[src/verilog/pmar_regs.vh]
// Purpose: Constants for the medium attachment register bank.
// Assumes: 16-bit registers reached through the device's register access port.
// Notes: Offsets are the in-map addresses; map select chooses the map.
// Function
// - Writing reset bit starts whole-device soft reset.
// - Reset bit self-clears when reset sequence completes.
// - Transmit disable powers down transmitter, ignores requests.
// - Multi-drop enable reads one, not writable.
// - Loopback bit shared with standard management control.
// - Low-power control and ability read zero.
// - Loopback ability bit always reads one.
// - Receive-fault ability bit always reads one.
// - Multi-drop ability bit always reads one.
// - Remote jabber mirrors standard management status bit.
// - Remote jabber latches high, clears on read.
// - Test-mode field selects five codes, rest reserved.
// - Test-mode field resets to normal operation.
// - Revision register read-only: major, minor, stage, patch.
// - Loopback returns MAC data through coding stages.
`ifndef PMAR_REGS_VH
`define PMAR_REGS_VH
`define PMAR_MAP_THREE        3'h3
`define PMAR_MAP_FOUR         3'h4
`define PMAR_ADDR_CONTROL     16'h08F9
`define PMAR_ADDR_STATUS      16'h08FA
`define PMAR_ADDR_TEST        16'h08FB
`define PMAR_ADDR_REVISION    16'h8000
`define PMAR_CTL_RESET_BIT    15
`define PMAR_CTL_TXDIS_BIT    14
`define PMAR_CTL_LOWPWR_BIT   11
`define PMAR_CTL_MDROP_BIT    10
`define PMAR_CTL_LOOP_BIT     0
`define PMAR_STA_LOOPAB_BIT   13
`define PMAR_STA_LOWPWR_BIT   11
`define PMAR_STA_MDROP_BIT    10
`define PMAR_STA_RXFLT_BIT    9
`define PMAR_STA_JABBER_BIT   1
`define PMAR_TEST_LSB         13
`define PMAR_TEST_NORMAL      3'h0
`define PMAR_TEST_VOLTAGE     3'h1
`define PMAR_TEST_DROOP       3'h2
`define PMAR_TEST_MASK        3'h3
`define PMAR_TEST_HIGHZ       3'h4
`define PMAR_REV_MAJOR_LSB    12
`define PMAR_REV_MINOR_LSB    8
`define PMAR_REV_STAGE_LSB    6
`define PMAR_REV_PATCH_LSB    0
`define PMAR_RESET_CYCLES     8'h10
`endif

[src/verilog/pmar_bank.v]
// Purpose: Medium attachment control, status, test-mode and revision registers.
// Assumes: One register access per cycle; read strobe marks a host read.
// Notes: The soft reset output is a single pulse held for a fixed count.
`timescale 1ns/1ps
`default_nettype none
`include "pmar_regs.vh"
module pmar_bank
#(
   parameter [3:0] REV_MAJOR = 4'h2, // Arbitrary value.
   parameter [3:0] REV_MINOR = 4'h5, // Arbitrary value.
   parameter [1:0] REV_STAGE = 2'h1, // Arbitrary value.
   parameter [5:0] REV_PATCH = 6'h0A // Arbitrary value.
)
(
   input  wire        clk,
   input  wire        rst,
   input  wire [2:0]  map_select,
   input  wire [15:0] reg_addr,
   input  wire        reg_write,
   input  wire        reg_read,
   input  wire [15:0] reg_wdata,
   output reg  [15:0] reg_rdata,
   output wire        reg_hit,
   input  wire        std_loop_write,
   input  wire        std_loop_wdata,
   output wire        std_loop,
   input  wire        std_jabber_clear,
   input  wire        jabber_event,
   output wire        std_jabber,
   input  wire        mac_tx_req,
   output wire        mac_tx_grant,
   output wire        tx_power_down,
   output wire        loop_enable,
   output wire [2:0]  test_mode,
   output wire        soft_reset
);
   reg        loopback;
   reg        tx_disable;
   reg        jabber;
   reg [2:0]  test_sel;
   reg [7:0]  reset_count;
   reg        reset_busy;
   wire       sel_ctl;
   wire       sel_sta;
   wire       sel_tst;
   wire       sel_rev;

   function hit;
      input [2:0]  map;
      input [15:0] addr;
      input [2:0]  want_map;
      input [15:0] want_addr;
      begin
         hit = (map == want_map) && (addr == want_addr);
      end
   endfunction

   assign sel_ctl = hit(map_select, reg_addr, `PMAR_MAP_THREE, `PMAR_ADDR_CONTROL);
   assign sel_sta = hit(map_select, reg_addr, `PMAR_MAP_THREE, `PMAR_ADDR_STATUS);
   assign sel_tst = hit(map_select, reg_addr, `PMAR_MAP_THREE, `PMAR_ADDR_TEST);
   assign sel_rev = hit(map_select, reg_addr, `PMAR_MAP_FOUR, `PMAR_ADDR_REVISION);
   assign reg_hit = sel_ctl | sel_sta | sel_tst | sel_rev;

   // Soft reset: a write of one starts a counted sequence; the bit reads one until done.
   always @(posedge clk or posedge rst)
   begin
      if (rst)
      begin
         reset_busy  <= 1'b0;
         reset_count <= 8'h00;
      end
      else if (reset_busy)
      begin
         if (reset_count == 8'h01)
            reset_busy <= 1'b0;
         reset_count <= reset_count - 8'h01;
      end
      else if (reg_write && sel_ctl && reg_wdata[`PMAR_CTL_RESET_BIT])
      begin
         reset_busy  <= 1'b1;
         reset_count <= `PMAR_RESET_CYCLES;
      end
   end
   assign soft_reset = reset_busy;

   // Control and test registers return to defaults on the soft reset too.
   always @(posedge clk or posedge rst)
   begin
      if (rst)
      begin
         loopback   <= 1'b0;
         tx_disable <= 1'b0;
         test_sel   <= `PMAR_TEST_NORMAL;
      end
      else if (reset_busy)
      begin
         loopback   <= 1'b0;
         tx_disable <= 1'b0;
         test_sel   <= `PMAR_TEST_NORMAL;
      end
      else
      begin
         if (reg_write && sel_ctl)
         begin
            tx_disable <= reg_wdata[`PMAR_CTL_TXDIS_BIT];
            loopback   <= reg_wdata[`PMAR_CTL_LOOP_BIT];
         end
         else if (std_loop_write)
            loopback <= std_loop_wdata;
         if (reg_write && sel_tst)
            test_sel <= reg_wdata[`PMAR_TEST_LSB+2:`PMAR_TEST_LSB];
      end
   end

   // A new event wins over a clear in the same cycle so it is never lost.
   always @(posedge clk or posedge rst)
   begin
      if (rst)
         jabber <= 1'b0;
      else if (jabber_event)
         jabber <= 1'b1;
      else if ((reg_read && sel_sta) || std_jabber_clear)
         jabber <= 1'b0;
   end
   assign std_jabber = jabber;

   always @(posedge clk or posedge rst)
   begin
      if (rst)
         reg_rdata <= 16'h0000;
      else if (reg_read)
      begin
         reg_rdata <= 16'h0000;
         if (sel_ctl)
         begin
            reg_rdata[`PMAR_CTL_RESET_BIT]  <= reset_busy;
            reg_rdata[`PMAR_CTL_TXDIS_BIT]  <= tx_disable;
            reg_rdata[`PMAR_CTL_LOWPWR_BIT] <= 1'b0;
            reg_rdata[`PMAR_CTL_MDROP_BIT]  <= 1'b1;
            reg_rdata[`PMAR_CTL_LOOP_BIT]   <= loopback;
         end
         else if (sel_sta)
         begin
            reg_rdata[`PMAR_STA_LOOPAB_BIT] <= 1'b1;
            reg_rdata[`PMAR_STA_LOWPWR_BIT] <= 1'b0;
            reg_rdata[`PMAR_STA_MDROP_BIT]  <= 1'b1;
            reg_rdata[`PMAR_STA_RXFLT_BIT]  <= 1'b1;
            reg_rdata[`PMAR_STA_JABBER_BIT] <= jabber | jabber_event;
         end
         else if (sel_tst)
            reg_rdata[`PMAR_TEST_LSB+2:`PMAR_TEST_LSB] <= test_sel;
         else if (sel_rev)
            reg_rdata <= {REV_MAJOR, REV_MINOR, REV_STAGE, REV_PATCH};
      end
   end

   assign std_loop      = loopback;
   assign loop_enable   = loopback;
   assign tx_power_down = tx_disable;
   assign mac_tx_grant  = mac_tx_req & ~tx_disable & ~reset_busy;
   assign test_mode     = test_sel;
endmodule
`default_nettype wire

[config.mk]
export PLATFORM = sky130hd
export DESIGN_NAME = pmar_bank
export DESIGN_NICKNAME = d
export VERILOG_FILES = /design/src/verilog/pmar_bank.v
export VERILOG_INCLUDE_DIRS = /design/src /design/src/verilog
export SDC_FILE = /design/constraint.sdc
export NUM_CORES = 1
export LEC_CHECK = 0
export BUFFER_PORTS_ARGS = -buffer_cell sky130_fd_sc_hd__buf_4
export CORE_ASPECT_RATIO = 2
export CORE_UTILIZATION = 30
export DETAILED_ROUTE_END_ITERATION = 16
export GPL_ROUTABILITY_DRIVEN = 0
export PLACE_DENSITY = 0.59
export SLEW_MARGIN = 20
export SYNTH_ARGS = -nofsm -noshare
export SYNTH_HDL_FRONTEND = slang
export SYNTH_SLANG_ARGS = --single-unit
export TNS_END_PERCENT = 10
[constraint.sdc]
create_clock -name clk -period 1.3 [get_ports clk]
set_input_delay 0.26 -clock clk [delete_from_list [all_inputs] [get_ports clk]]
set_output_delay 0.26 -clock clk [all_outputs]
set_load 0.02 [all_outputs]
==> run_summary.xml <==
<?xml version="1.0" encoding="UTF-8"?>
<metrics>
  <group name="worst_setup_path">
    <metric name="timing.critical_path.cells" unit="">buf_4, and4b_1, buf_6, and2_4, nand2_2, o22ai_2, buf_6</metric>
    <metric name="cp_data_arrival_time" unit="ns">1.27</metric>
    <metric name="critPathTopFamily" unit="">simple AND/OR/NAND/NOR gates</metric>
    <metric name="path_common_cell" unit="">buf_6</metric>
    <metric name="critical_path.reg2reg.endpoint" unit="">reset_count[7]</metric>
    <metric name="start_kind" unit="">primary input</metric>
    <metric name="worst_path_max_delay_cell" unit="">and4b_1</metric>
    <metric name="worstSetupEndpointType" unit="">output pin</metric>
    <metric name="r2r-start" unit="">reset_count[2]</metric>
    <metric name="worstPathBufferInverterCount" unit="">3</metric>
    <metric name="setup.reg_to_reg.worst_slack" unit="ns">-0.06</metric>
    <metric name="crit_type" unit="">in2out</metric>
    <metric name="critical_path_peak_fanout" unit="">2</metric>
    <metric name="critPathRequiredTime" unit="ns">1.04</metric>
    <metric name="timing.reg2reg.worst_path_depth" unit="">4</metric>
    <metric name="critical-path-max-stage-delay" unit="ns">0.28</metric>
  </group>
  <group name="timing">
    <metric name="grt_setup_unrepaired" unit="">yes</metric>
    <metric name="slew_viol_final" unit="">0</metric>
    <metric name="achievable-frequency" unit="MHz">654.1</metric>
    <metric name="hold_worst_slack" unit="ns">0.04528</metric>
    <metric name="layout_setup_ws" unit="ns">-0.2289</metric>
    <metric name="period_needed" unit="ns">1.529</metric>
    <metric name="finalHoldViolCount" unit="">0</metric>
    <metric name="fin_skew" unit="ns">0.005551</metric>
    <metric name="final_min_period_over_clock_period" unit="%">117.6</metric>
    <metric name="final-setup-viol-count" unit="">12</metric>
  </group>
  <group name="finish">
    <metric name="final_nets" unit="">286</metric>
    <metric name="diodes" unit="">0</metric>
    <metric name="fillers" unit="">429</metric>
    <metric name="post-route-cell-area" unit="mm²">0.002238</metric>
    <metric name="sequential_cell_area" unit="µm²">575.6</metric>
    <metric name="post_route_cells_drive_above_1_share" unit="%">49.79</metric>
    <metric name="area_taken_by_multi_input_logic_gates" unit="µm²">780.7</metric>
    <metric name="layout-area-overhead-vs-synth" unit="%">60.88</metric>
  </group>
  <group name="run_status">
    <metric name="outcome" unit="">finished with violations</metric>
    <metric name="failing_checks" unit="">negative setup slack</metric>
  </group>
  <group name="power_and_ir_drop">
    <metric name="power.density_cell_area" unit="mW/mm²">619.4</metric>
    <metric name="power" unit="mW">1.386</metric>
    <metric name="power.ir.vdd_worst" unit="mV">0.4444</metric>
    <metric name="static-leakage-power" unit="nW">1.053</metric>
  </group>
  <group name="logic_synthesis">
    <metric name="post_synth_inst_count" unit="">150</metric>
    <metric name="synthesis.yosys.warnings" unit="">0</metric>
    <metric name="main_combinational_cell_family_by_area_after_synthesis" unit="">simple AND/OR/NAND/NOR gates</metric>
    <metric name="synthesis.area_per_instance" unit="µm²">9.276</metric>
    <metric name="synthesized_area_fraction_occupied_by_ao_oa_aoi_and_oai_cells" unit="%">19.87</metric>
    <metric name="postSynthRegisterBits" unit="">23</metric>
    <metric name="fraction_of_synthesized_area_in_multiplexers" unit="%">3.147</metric>
    <metric name="synth-edff-count" unit="">0</metric>
    <metric name="synth_xor_xnor_area_share" unit="%">0</metric>
    <metric name="netlist_area" unit="mm²">0.001391</metric>
    <metric name="synthSimpleGateAreaFrac" unit="%">24.46</metric>
    <metric name="yosys.area_share.adder" unit="%">1.799</metric>
    <metric name="synth-seq-area-share" unit="%">41.37</metric>
    <metric name="count_of_unique_library_cells_instantiated_by_yosys" unit="">47</metric>
    <metric name="synth_flop_cell" unit="">dfrtp_1</metric>
    <metric name="post_synthesis_async_set_or_reset_flop_share" unit="%">100.0</metric>
  </group>
  <group name="grt">
    <metric name="grt_pass1_vias" unit="">1549</metric>
    <metric name="grt_pass1_wl" unit="µm">6962</metric>
    <metric name="grt_overflow_total" unit="">0</metric>
    <metric name="track_usage" unit="%">18.75</metric>
    <metric name="grt_max_degree" unit="">24</metric>
    <metric name="antenna_found_initial" unit="">0</metric>
  </group>
  <group name="routing">
    <metric name="totalWireLength" unit="µm">4296</metric>
    <metric name="drtPass1Iterations" unit="">4</metric>
    <metric name="detail_route.drc_violations" unit="">0</metric>
    <metric name="route.detailed.wl_per_inst" unit="µm">14.66</metric>
    <metric name="vias" unit="">1490</metric>
    <metric name="first_drt_iteration_drcs" unit="">22</metric>
    <metric name="route.detailed.vias_per_inst" unit="">5.085</metric>
    <metric name="ant_nets" unit="">0</metric>
  </group>
  <group name="floorplan">
    <metric name="dieWidth" unit="µm">50.16</metric>
    <metric name="die-height" unit="µm">98.31</metric>
    <metric name="floorplan.initialDensity" unit="%">31.75</metric>
    <metric name="core_area" unit="mm²">0.004382</metric>
    <metric name="die_area" unit="mm²">0.004931</metric>
    <metric name="row_count" unit="">34</metric>
    <metric name="pin_count" unit="">70</metric>
  </group>
  <group name="clocking">
    <metric name="ctsRootBufferMaster" unit="">clkbuf_8</metric>
    <metric name="clkSinkCount" unit="">23</metric>
    <metric name="clkSlewWorstSetupHoldPaths" unit="ns">0.08</metric>
    <metric name="htree_num_levels" unit="">1</metric>
    <metric name="clock_latency_reported_for_the_late_side_of_the_worst_skew_pair" unit="ns">0.26</metric>
    <metric name="clockBufferDepth" unit="">2</metric>
    <metric name="cts_tree" unit="">yes</metric>
    <metric name="tritoncts.num_buffers" unit="">3</metric>
  </group>
  <group name="worst_hold_path">
    <metric name="hold_path.class" unit="">in2async</metric>
  </group>
  <group name="placement">
    <metric name="dp.final_hpwl" unit="µm">3477</metric>
    <metric name="dpl-instance-area" unit="mm²">0.002067</metric>
    <metric name="placement.io_buffers" unit="">51</metric>
  </group>
  <group name="job">
    <metric name="timing.max_cap.violations" unit="">0</metric>
  </group>
</metrics>
layout make-up:
class	count	share of cell area, %
clock buffers	4	2.012
inverters	10	1.677
multi-input cells	108	34.88
flip-flops and latches	23	25.71
well taps	54	3.018
repair buffers	94	32.70
per-stage QoR:
stage,TNS (ns),instances,utilization [%],setup slack [ns]
2_1_floorplan,-1.191,155,-,-0.1638
3_3_place_gp,-5.725,283,47.17,-0.3195
3_5_place_dp,-6.066,283,47.17,-0.3488
4_1_cts,-0.8945,293,50.26,-0.1904
5_1_grt,-1.939,293,51.09,-0.2645
6_report,-0.9401,293,51.09,-0.2289
metal layers:
layer / global-route usage [%] / vias up / routed length [µm]
met5: 0 / - / 0
met4: 11.87 / 0 / 238
met3: 2.492 / 15 / 228
met2: 35.69 / 61 / 2396
met1: 17.51 / 702 / 1433
li1: - / 712 / -
worst max path at each step:
stage | slack, ns | to | from | cells after the start
2_1_floorplan | -0.16 | reset_count[7] | soft_reset | 4
3_3_place_gp | -0.32 | reg_hit | map_select[2] | 7
3_5_place_dp | -0.35 | reset_count[2] | reg_addr[9] | 6
4_1_cts | -0.19 | reg_hit | reg_addr[15] | 7
5_1_grt | -0.26 | reg_hit | reg_addr[2] | 7
6_report | -0.23 | reg_hit | reg_addr[2] | 7
cells in the mapped netlist, types with 2 or more instances:
library cell	number	area (µm²)
dfrtp_1	23	575.6
nor2_1	6	22.52
and3_1	6	37.54
mux2_2	3	33.78
nand3_1	7	35.03
nand2b_1	2	12.51
buf_2	2	10.01
nor2b_1	4	25.02
o22a_1	2	17.52
a21o_1	3	22.52
o31ai_1	3	22.52
inv_1	10	37.54
nor4_1	2	12.51
clkbuf_1	3	11.26
o2bb2ai_1	4	35.03
ha_1	2	25.02
nor3_1	5	25.02
o21ai_0	11	55.05
a21oi_1	5	25.02
nand2_1	12	45.04
buf_4	9	67.56
worst register-to-register path, stage by stage, from the launching register on:
cell and delay (ns):
dfrtp_1 0.41, nor3b_4 0.24, nand2_2 0.09, or4b_1 0.46
o21ai_1 0.09
flip-flops by register name, indices dropped and copies added (netlist names):
| name | count |
|---|---|
| loop_enable | 1 |
| reg_rdata | 8 |
| reset_count | 8 |
| soft_reset | 1 |
| std_jabber | 1 |
| test_mode | 3 |
| tx_power_down | 1 |
repair_timing:
item | in CTS | in global routing
setup buffers | 6 | 0
pin swaps | 9 | 3
resized for setup | 14 | 9
hold buffers | 0 | 0
endpoints found under the setup margin | 12 | 22
cell usage in the layout, fill, tap and decap left out, types with 2 or more instances in the layout:
cell type	Yosys	routed
a21oi_1	5	5
a21o_1	3	3
conb_1	1	6
nand3_1	7	7
o21ai_0	11	8
clkbuf_8	0	3
buf_4	9	87
o21ai_1	0	3
nor3_2	0	2
nand2_2	0	2
o31ai_1	3	2
ha_1	2	2
buf_6	0	7
nand2_1	12	10
nand2b_1	2	2
nor2_1	6	5
o2bb2ai_1	4	4
nor3_1	5	3
nor4_2	1	2
and3_1	6	5
dfrtp_1	23	23
o22a_1	2	2
mux2_2	3	3
inv_1	10	10
nor2b_1	4	4
power by group:
part           internal, mW  switching, mW
Clock                 0.218          0.216
Combinational         0.118          0.109
Sequential            0.721        0.00396
cell families after synthesis:
kind of cell | Yosys count
buffers and inverters | 24
AO/OA/AOI/OAI | 40
multiplexers | 4
adder cells (fa/ha/maj) | 2
flip-flops | 23
other | 1
AND/OR/NAND/NOR | 56
Note: power is estimated with default switching activity, not from simulation.
